## config.mk

```make
export PLATFORM = sky130hd
export DESIGN_NAME = cfb_filter_window
export DESIGN_NICKNAME = d
export VERILOG_FILES = /design/src/cfb_filter_window.v /design/src/cfb_fifo.v
export VERILOG_INCLUDE_DIRS = /design/src
export SDC_FILE = /design/constraint.sdc
export NUM_CORES = 1
export LEC_CHECK = 0
export BUFFER_PORTS_ARGS = -buffer_cell sky130_fd_sc_hd__buf_2
export CORE_MARGIN = 2
export CORE_UTILIZATION = 60
export DETAILED_ROUTE_END_ITERATION = 8
export PLACE_DENSITY = 0.78
export SKIP_CTS_REPAIR_TIMING = 1
export SLEW_MARGIN = 20
export SYNTH_ARGS = -nofsm -noshare
export SYNTH_HDL_FRONTEND = slang
export SYNTH_SLANG_ARGS = --single-unit
```

## constraint.sdc

```tcl
create_clock -name mclk -period 5.3 [get_ports mclk]
set_clock_uncertainty 0.2 [all_clocks]
set_input_delay 0.265 -clock mclk [delete_from_list [all_inputs] [get_ports mclk]]
set_output_delay 0.265 -clock mclk [all_outputs]
set_load 0.01 [all_outputs]
```

## src/cfb_defines.vh

```
// Constants of the CAN filter and message buffer window block.
// Included by every design file of the block; definitions only.
`ifndef CFB_DEFINES_VH
`define CFB_DEFINES_VH

// Host register map: select register byte offset, window codes in cpuAddr[5:4]
`define CFB_OFS_TBSEL 6'h0a
`define CFB_WIN_FILT 2'h1
`define CFB_WIN_RX 2'h2
`define CFB_WIN_TX 2'h3

// Byte positions inside a 16-byte message buffer
`define CFB_TS_HI 4'he
`define CFB_TS_LO 4'hf

// Reset values
`define CFB_FILT_RESET 8'h00
`define CFB_TBSEL_RESET 3'h0

// Sizes
`define CFB_FILT_REGS 16
`define CFB_NUM_TX 3
`define CFB_TX_BYTES 48
`define CFB_FRAME_BITS 128
`define CFB_RX_STAGES 4
`define CFB_RX_AW 2

`endif

```

## src/cfb_filter_window.v

```verilog
// Host-side register logic of a CAN controller: identifier filter registers,
// a four-stage receive window and three transmit buffers behind one window.
// Assumes a byte-wide host port on mclk and a protocol engine on the same clock.
//
// Contract
// - Acceptance filter registers reset to zero.
// - Mask filter registers reset to zero.
// - Filters always readable; writes only when init request and acknowledge both one.
// - Received frames queue in a four-stage FIFO, shown one entry at a time.
// - Every receive and transmit buffer carries its own timestamp bytes.
// - Receive window decoded at offset 0x20.
// - Receive window reads valid only while receive-full set; host writes ignored.
// - Exactly three transmit buffers.
// - Only one transmit buffer mapped at a time through the shared window.
// - Transmit window decoded at offset 0x30.
// - Lowest set select bit wins; only that bit reads back as one.
// - No select bit set: window writes dropped, reads return zero.
// - Selected buffer reachable only while its empty flag is set.
// - Timestamp bytes are read-only to the host.
`timescale 1ns/10ps
`include "cfb_defines.vh"

module cfb_filter_window (
    // Clock and reset
    input wire mclk,
    input wire reset_n,
    // Host register port
    input wire [5:0] cpuAddr,
    input wire cpuRead,
    input wire cpuWrite,
    input wire [7:0] cpuWdata,
    output reg [7:0] cpuRdata,
    // Mode bits
    input wire initRequest,
    input wire initAcknowledge,
    // Receive path from the protocol engine
    input wire rxFrameValid,
    input wire [127:0] rxFrameData,
    output wire rxFrameReady,
    // Receive status and release
    input wire rxRelease,
    output wire receiveFullFlag,
    // Transmit buffer hand-off
    input wire [2:0] txLaunch,
    input wire [2:0] txDone,
    input wire [2:0] txStampWrite,
    input wire [15:0] txStamp,
    output reg [2:0] txEmptyFlag,
    output reg [2:0] txSelectView,
    // Protocol engine read port into transmit buffers
    input wire [1:0] txEngBuffer,
    input wire [3:0] txEngIndex,
    output reg [7:0] txEngData
);
    reg [7:0] filt [0:`CFB_FILT_REGS-1];
    reg [7:0] txMem [0:`CFB_TX_BYTES-1];
    reg [2:0] txBufferSelect;
    reg [7:0] next_rdata;
    reg [1:0] selIdx;
    wire [127:0] rxHead;
    wire [1:0] win = cpuAddr[5:4];
    wire [3:0] idx = cpuAddr[3:0];
    wire initMode = initRequest && initAcknowledge;
    wire runMode = !initRequest && !initAcknowledge;
    wire [2:0] selLow = txBufferSelect & (~txBufferSelect + 3'h1);
    wire selAny = |selLow;
    wire selOk = selAny && txEmptyFlag[selIdx];
    wire isStamp = (idx == `CFB_TS_HI) || (idx == `CFB_TS_LO);
    wire [5:0] txWinAddr = {selIdx, idx};
    wire [5:0] txEngAddr = {txEngBuffer, txEngIndex};

    // Window decode, one hit per host-visible region
    wire filtHit = (win == `CFB_WIN_FILT);
    wire rxHit = (win == `CFB_WIN_RX);
    wire txHit = (win == `CFB_WIN_TX);
    wire selHit = (cpuAddr == `CFB_OFS_TBSEL);

    // Write qualifiers; a write that misses all of them is dropped silently
    wire filtWriteOk = cpuWrite && filtHit && initMode;
    wire selWriteOk = cpuWrite && selHit && runMode;
    // Stamp bytes belong to the engine, so the host can never corrupt them
    wire txWriteOk = cpuWrite && txHit && selOk && !isStamp;

    // Per-window read data; receive and transmit reads are zero when their window is closed, filter and select reads are not gated
    wire [7:0] filtRead = filt[idx];
    // An empty queue would otherwise expose a stale frame
    wire [7:0] rxRead = receiveFullFlag ? rxHead[{~idx, 3'b000} +: 8] : 8'h00;
    wire [7:0] txRead = selOk ? txMem[txWinAddr] : 8'h00;
    wire [7:0] selRead = {5'h00, selLow};

    // Receive FIFO of whole 16-byte frames, timestamp in the last two bytes
    cfb_fifo #(
        .WIDTH(`CFB_FRAME_BITS),
        .DEPTH(`CFB_RX_STAGES),
        .AW(`CFB_RX_AW)
    ) rxQueue (
        .mclk(mclk),
        .reset_n(reset_n),
        .inValid(rxFrameValid),
        .inData(rxFrameData),
        .inReady(rxFrameReady),
        .outValid(receiveFullFlag),
        .outData(rxHead),
        .outReady(rxRelease)
    );

    always @*
    begin
        if (selLow[0])
            selIdx = 2'd0;
        else if (selLow[1])
            selIdx = 2'd1;
        else
            selIdx = 2'd2;
    end

    // Filter registers, one generate entry each
    genvar g;
    generate
        for (g = 0; g < `CFB_FILT_REGS; g = g + 1)
        begin : gFilt
            always @(posedge mclk)
            begin
                if (!reset_n)
                    filt[g] <= `CFB_FILT_RESET;
                else if (filtWriteOk && idx == g)
                    filt[g] <= cpuWdata;
            end
        end
        // Empty flag per transmit buffer; completion beats a launch in the same cycle
        for (g = 0; g < `CFB_NUM_TX; g = g + 1)
        begin : gTxFlag
            always @(posedge mclk)
            begin
                if (!reset_n)
                    txEmptyFlag[g] <= 1'b1;
                else if (txDone[g])
                    txEmptyFlag[g] <= 1'b1;
                else if (txLaunch[g])
                    txEmptyFlag[g] <= 1'b0;
            end
        end
    endgenerate

    // Select register: only changed outside initialization
    always @(posedge mclk)
    begin
        if (!reset_n)
        begin
            txBufferSelect <= `CFB_TBSEL_RESET;
            txSelectView <= `CFB_TBSEL_RESET;
        end
        else
        begin
            if (selWriteOk)
                txBufferSelect <= cpuWdata[2:0];
            txSelectView <= selLow;
        end
    end

    // Transmit buffer storage: three buffers, host writes only through the window
    integer b;
    always @(posedge mclk)
    begin
        for (b = 0; b < `CFB_NUM_TX; b = b + 1)
        begin
            if (txStampWrite[b])
            begin
                txMem[b * 16 + 14] <= txStamp[15:8];
                txMem[b * 16 + 15] <= txStamp[7:0];
            end
        end
        // Timestamp bytes never take a host write
        if (txWriteOk)
            txMem[txWinAddr] <= cpuWdata;
    end

    // Host read mux; receive window writes fall through unused
    always @*
    begin
        next_rdata = 8'h00;
        if (selHit)
            next_rdata = selRead;
        else if (filtHit)
            next_rdata = filtRead;
        else if (rxHit)
            next_rdata = rxRead;
        else if (txHit)
            next_rdata = txRead;
        else
            next_rdata = 8'h00;
    end

    always @(posedge mclk)
    begin
        if (!reset_n)
        begin
            cpuRdata <= 8'h00;
            txEngData <= 8'h00;
        end
        else
        begin
            if (cpuRead)
                cpuRdata <= next_rdata;
            if (txEngAddr < `CFB_TX_BYTES)
                txEngData <= txMem[txEngAddr];
        end
    end
endmodule // cfb_filter_window

```

## src/cfb_fifo.v

```verilog
// Parameterised first-in first-out buffer with valid and ready on both sides.
// Assumes one clock and a synchronous active-low reset; flags are registered.
`timescale 1ns/10ps
`include "cfb_defines.vh"

module cfb_fifo #(
    parameter WIDTH = 128,
    parameter DEPTH = 4,
    parameter AW = 2
) (
    // Clock and reset
    input wire mclk,
    input wire reset_n,
    // Filling side
    input wire inValid,
    input wire [WIDTH-1:0] inData,
    output reg inReady,
    // Draining side
    output reg outValid,
    output wire [WIDTH-1:0] outData,
    input wire outReady
);
    reg [WIDTH-1:0] mem [0:DEPTH-1];
    reg [AW-1:0] wrPtr;
    reg [AW-1:0] rdPtr;
    reg [AW:0] count;
    reg [AW:0] next_count;
    wire push = inValid && inReady;
    wire pop = outValid && outReady;

    assign outData = mem[rdPtr];

    always @*
    begin
        next_count = count;
        if (push && !pop)
            next_count = count + {{AW{1'b0}}, 1'b1};
        else if (pop && !push)
            next_count = count - {{AW{1'b0}}, 1'b1};
    end

    always @(posedge mclk)
    begin
        if (push)
            mem[wrPtr] <= inData;
        if (!reset_n)
        begin
            wrPtr <= {AW{1'b0}};
            rdPtr <= {AW{1'b0}};
            count <= {(AW+1){1'b0}};
            inReady <= 1'b0;
            outValid <= 1'b0;
        end
        else
        begin
            if (push)
                wrPtr <= (wrPtr == DEPTH - 1) ? {AW{1'b0}} : wrPtr + {{(AW-1){1'b0}}, 1'b1};
            if (pop)
                rdPtr <= (rdPtr == DEPTH - 1) ? {AW{1'b0}} : rdPtr + {{(AW-1){1'b0}}, 1'b1};
            count <= next_count;
            // Registered flags keep both handshakes glitch free
            inReady <= (next_count != DEPTH);
            outValid <= (next_count != {(AW+1){1'b0}});
        end
    end
endmodule // cfb_fifo

```

==> flow_summary.ini, run 1 <==
[power]
pwr-share-seq = 0.512
p_int_mw = 14.4
p_per_area_nw_per_um2 = 363
leakagePower_nw = 17.2
switching_power_mw = 4.47
swShare = 0.237
clock_power_share = 0.382
power_frac_comb = 0.106
ir_drop_mv = 0.313

[die]
die_w_um = 279
core.rowCount = 100
fp.dieArea_um2 = 77600
die_h_um = 279
ios = 205
core_um2 = 74600
initial_core_util = 0.606

[setup_path]
cp-end-kind = register
cp-start-kind = register
cp_top_family = simple AND/OR/NAND/NOR gates
worst-path-buf-inv = 2
cp.arrival_ns = 4.27
reg2reg_depth = 8
cpPeakStageDelay_ns = 0.89
worstSetupPathType = register to register
path_cells = buf_4, mux4_2, nor2b_1, a211oi_1, a2111oi_0, buf_4, nor4_1, a211oi_1
r2r_end = cpuRdata[0]
endpoint = cpuRdata[0]
path_depth = 8
r2r_slack_ns = 1.34
cp_max_fo = 43
crit_required_ns = 5.61
critPathSlowestCell = nor4_1

[sta]
relSlewSlack = 0.181
min_period_ns = 3.96
finalCritPeriodShare = 0.747
max_freq_mhz = 253
final_hold_viol_count = 0
rsz0062_at_grt = false
final.setup.worst_slack_ns = 1.34
fin_tns_setup_ns = 0
slew_violations = 0
tightest_slew_ns = 1.21
whs_ns = 0.0268
setup_viol = 0

[detailed_routing]
route.detailed.drc = 0
dr.pass1.iters = 6
drtIter0Drc = 3842
ant_nets = 0
vias_per_cell = 7.06
routed_wl_um = 123000
post_drt_wl_per_cell_um = 33.4
vias = 26000

[global_routing]
overflow = 0
grt_pass1_vias = 25200
antenna_found_initial = 11
grt_pass1_wl_um = 173000
grt_usage = 0.311
grt_max_degree = 129

[synth]
ys_ff_latch = 1060
yosysUniqueCellTypes = 67
synth-seq-area-share = 0.696
ys.flop_type = edfxtp_1
ys_warn_count = 0
synth.cell_area_um2 = 45200
synth_cells = 2321
synth_nets = 2509
synth_top_area_share = 0.680
synthArstFlopShare = 0
synth_edf_count = 1024
avgSynthCellArea_um2 = 19.5
yosysTopAreaCell = edfxtp_1
yosys-top-cells-area = edfxtp_1 68%, mux4_2 19%, and3_1 1.7%

[cts]
h-tree-depth = 3
clock_latency_ns = 0.68
numCtsBuffers = 104
cts_tree = built
clock_path_buffers = 3
clkSinkCount = 1060
ctsRootBufferMaster = clkbuf_16
path_clk_slew_ns = 0.06

[job]
maxCapViolCount = 0

[finish]
area_growth_pct = 15.1
multiInputGateArea_um2 = 12800
final_nets = 2810
seqCellArea_um2 = 31500
nFillCells = 4434
finish.utilization = 0.698
stdcell_count = 3690
drive_gt1_frac = 0.297
final_common_cell = edfxtp_1
final_cell_mix = 1024 x edfxtp_1, 380 x mux4_2, 193 x buf_2

[place]
dp_hpwl_um = 76300
gp_congestion = 1.03
dp_slack_ns = 1.17
dp_cells = 3319
io_buffers = 204

[worst_hold_path]
hp-class = input port to register

[status]
status = completed
[how the worst min path moves through the flow]
stage / start / endpoint / cells after the start / slack, ns
2_1_floorplan: txDone[0] / txEmptyFlag[0] / 1 / 0.16
3_3_place_gp: txDone[0] / txEmptyFlag[0] / 2 / 0.24
3_5_place_dp: txDone[0] / txEmptyFlag[0] / 2 / 0.25
4_1_cts: txDone[0] / txEmptyFlag[0] / 2 / -0.45
5_1_grt: reset_n / cpuRdata[4] / 2 / 0.04
6_report: txEngBuffer[0] / txEngData[2] / 3 / 0.03
[Yosys cell counts (3+ instances only)]
library cell / count
a2111oi_0: 3
a211o_1: 4
a211oi_1: 18
a21oi_1: 24
a22o_1: 6
a22oi_1: 33
a311oi_1: 3
a31oi_1: 12
and2_1: 27
and3_1: 121
and4b_1: 3
buf_1: 15
buf_2: 54
buf_4: 20
buf_6: 3
clkbuf_1: 131
dfxtp_1: 36
edfxtp_1: 1024
ha_1: 7
inv_1: 10
mux2_2: 8
mux2i_1: 54
mux4_2: 380
nand2_1: 53
nand2b_1: 5
nand3_1: 42
nand3b_1: 3
nand4_1: 15
nor2_1: 77
nor2b_1: 16
nor3_1: 15
nor3b_1: 4
nor4_1: 4
nor4bb_1: 6
o211ai_1: 6
o21ai_0: 26
o22ai_1: 6
or3_1: 6
or4_1: 3
[power by group through the flow]
stage | registers, mW | clock network (mW) | logic, mW
global route | 9.69 | 7.58 | 2.09
finish | 9.67 | 7.22 | 2.00
detailed placement | 9.84 | 0 | 1.85
global placement | 9.81 | 0 | 1.82
CTS | 9.67 | 7.25 | 1.87
floorplan | 9.75 | 0 | 1.25
[registers in the layout, indices dropped and copies added (netlist names), named ones only]
name and count:
rxQueue.inReady 1, filt 128, txMem 384, txEngData 8, rxQueue.outValid 1, rxQueue.count 3, rxQueue.mem 512, txBufferSelect 3
txSelectView 3, txEmptyFlag 3, rxQueue.wrPtr 2, rxQueue.rdPtr 2, cpuRdata 8
[worst register-to-register path, cell delays in order (launching register included)]
cell and delay [ns]:
dfxtp_4 0.80, buf_4 0.48, mux4_2 0.54, nor2b_1 0.14, a211oi_1 0.25, a2111oi_0 0.13, buf_4 0.21, nor4_1 0.89
a211oi_1 0.18
[cells by family after synthesis]
kind of cell,synth area share
DFF,0.696
AOI/OAI and AO/OA,0.0252
adders and majority gates,0.00194
xor gates and xnor gates,0.000388
buffers and inverters,0.0239
and+or+nand+nor,0.0493
muxes,0.203
[final cells by class]
| cell class | count | area share |
|---|---|---|
| multi-input combinational | 1024 | 0.245 |
| timing repair buffer | 420 | 0.0620 |
| clock inverter | 65 | 0.0116 |
| inverter | 12 | 0.000865 |
| antenna | 10 | 0.000481 |
| tap | 969 | 0.0233 |
| clock buffer | 130 | 0.0519 |
| sequential | 1060 | 0.605 |
[per-stage QoR]
stage	total power [mW]	instance area, um^2
3_3_place_gp	11.6	47000
4_1_cts	18.8	50300
2_1_floorplan	11.0	45200
6_report	18.9	52000
3_5_place_dp	11.7	47000
5_1_grt	19.4	52000
[layer usage]
metal  vias up  wire length [um]  global-route usage
met5         -                46                   0
met4         8              5570               0.121
met3       319             13200              0.0794
met2      1870             60700               0.492
met1     13500             43800               0.423
li1      10300                 -                   -
(Power assumes the default switching activity.)
==> run 2, diff against run 1 <==
clock period = 4.1 ns   (was 5.3 ns; I/O delays follow)
==> run 2 against run 1 <==
  * Sequential power increased by 29%
  * Routed wire length increased by 1.7%
  * Critical path depth decreased by 2
  * Total power increased by 30%
  * Cell count increased by 1.1%
  * Final area increased by 1.0%
  * Largest cell class unchanged
  * Flip-flop and latch count unchanged
  * Via count increased by 0.64%
  * Clock-buffer cell count decreased by 8
==> flow_summary.ini, run 2 (synthesis gave the netlist of run 1 again) <==
[status]
status = completed

[detailed_routing]
dr.pass1.iters = 6
post_drt_wl_per_cell_um = 33.6
routed_wl_um = 125000
vias = 26200
drtIter0Drc = 3907
route.detailed.drc = 0
ant_nets = 0
vias_per_cell = 7.03

[die]
ios = 205
core_um2 = 74600
die_w_um = 279
core.rowCount = 100
initial_core_util = 0.606
fp.dieArea_um2 = 77600
die_h_um = 279

[finish]
reg_top3 = rxQueue.mem (512), txMem (384), filt (128)
drive_gt1_frac = 0.313
nFillCells = 4442
final_nets = 2862
largest-register = rxQueue.mem
area_growth_pct = 16.3
final_common_cell = edfxtp_1
largest_reg_flops = 512
final_cell_mix = 1024 x edfxtp_1, 380 x mux4_2, 191 x buf_2
finish.utilization = 0.705

[place]
dp_hpwl_um = 77800
io_buffers = 204
dp_slack_ns = 0.422
gp_congestion = 1.01

[sta]
rsz0062_at_grt = false
fin_tns_setup_ns = 0
finalCritPeriodShare = 0.897
tightest_slew_ns = 1.17
max_freq_mhz = 272
relSlewSlack = 0.216
whs_ns = 0.0184
final.setup.worst_slack_ns = 0.421
final_hold_viol_count = 0
min_period_ns = 3.68
slew_violations = 0
setup_viol = 0

[global_routing]
grt_usage = 0.319
overflow = 0
met3_usage = 0.0840
grt_pass1_wl_um = 176000
grt_util_met1 = 0.429
grt-busiest-layer = met2
grt_max_degree = 113
antenna_found_initial = 10
met2_usage = 0.508
grt_pass1_vias = 25500

[setup_path]
critPathSlowestCell = dfxtp_4
cp-start-kind = register
r2r_slack_ns = 0.42
cp_max_fo = 41
path_cells = mux4_2, mux2i_1, nor3_1, or3_1, nor4_1, a211oi_1
reg2reg_depth = 6
cpPeakStageDelay_ns = 0.86
crit_required_ns = 4.41
worstSetupPathType = register to register
r2r_end = cpuRdata[0]
cp-end-kind = register
cp.arrival_ns = 3.98

[power]
leakagePower_nw = 17.5
p_per_area_nw_per_um2 = 468
ir_drop_mv = 0.434

[cts]
numCtsBuffers = 105
h-tree-depth = 3
clkSinkCount = 1060
clock_path_buffers = 3
ctsRootBufferMaster = clkbuf_16
cts_tree = built
path_clk_slew_ns = 0.06
clock_latency_ns = 0.68

[worst_hold_path]
hold_start = cpuAddr[4]
hold_end = cpuRdata[2]
hp-class = input port to register
holdPathStages = 5

[job]
maxCapViolCount = 0
## run 2: cell count changes in the layout (fill, tap and decap cells not counted), sizes merged, moves of 2 or more
cell         delta
diode           -5
clkbuf          -8
clkinvlp        +2
dlygate4sd3     +4
inv             +2
buf            +47
## run 2: through the flow
stage          cells  power (mW)  instance area [um^2]
6_report        3731        24.6                 52600
5_1_grt         3728        25.2                 52600
4_1_cts         3556        24.4                 50800
3_5_place_dp    3366        15.2                 47500
3_3_place_gp    3366        15.1                 47500
2_1_floorplan   2321        14.2                 45200
## run 2: per-layer routing
layer | wire [um] | vias up
li1 | - | 10400
met1 | 43800 | 13500
met2 | 62300 | 1970
met3 | 13800 | 337
met4 | 5440 | 10
met5 | 75 | -
## run 2: worst max-delay path by stage
| stage | startpoint | end | slack [ns] | depth (start not counted) |
|---|---|---|---|---|
| 6_report | register | cpuRdata[0] | 0.42 | 6 |
| 5_1_grt | register | cpuRdata[0] | 0.36 | 6 |
| 4_1_cts | register | cpuRdata[0] | 0.45 | 6 |
| 3_5_place_dp | cpuAddr[0] | cpuRdata[0] | 0.42 | 7 |
| 3_3_place_gp | cpuAddr[0] | cpuRdata[0] | 0.39 | 7 |
| 2_1_floorplan | rxQueue.wrPtr[0] | rxQueue.mem[3][0] | 1.31 | 2 |
## run 2: cell type report
cell class | count | area, um^2 | share of cell area
sequential | 1060 | 31500 | 0.599
multi-input combinational | 1024 | 12700 | 0.242
timing repair buffer | 471 | 3740 | 0.0711
clock buffer | 122 | 2730 | 0.0520
tap | 969 | 1210 | 0.0231
clock inverter | 68 | 629 | 0.0120
inverter | 12 | 45.0 | 0.000857
antenna | 5 | 12.5 | 0.000238
## run 2: critical path: cells and delay by family (launching register included)
family             cells  cell delay [ns]
and+or+nand+nor        3             1.38
DFF                    1             0.86
muxes                  2             0.83
AOI/OAI and AO/OA      1             0.17
## run 2: power breakdown
group	switching, mW	total [mW]	internal [mW]
registers	0.224	12.5	12.3
clock network	4.16	9.46	5.30
logic	1.42	2.64	1.22
total	5.81	24.6	18.8
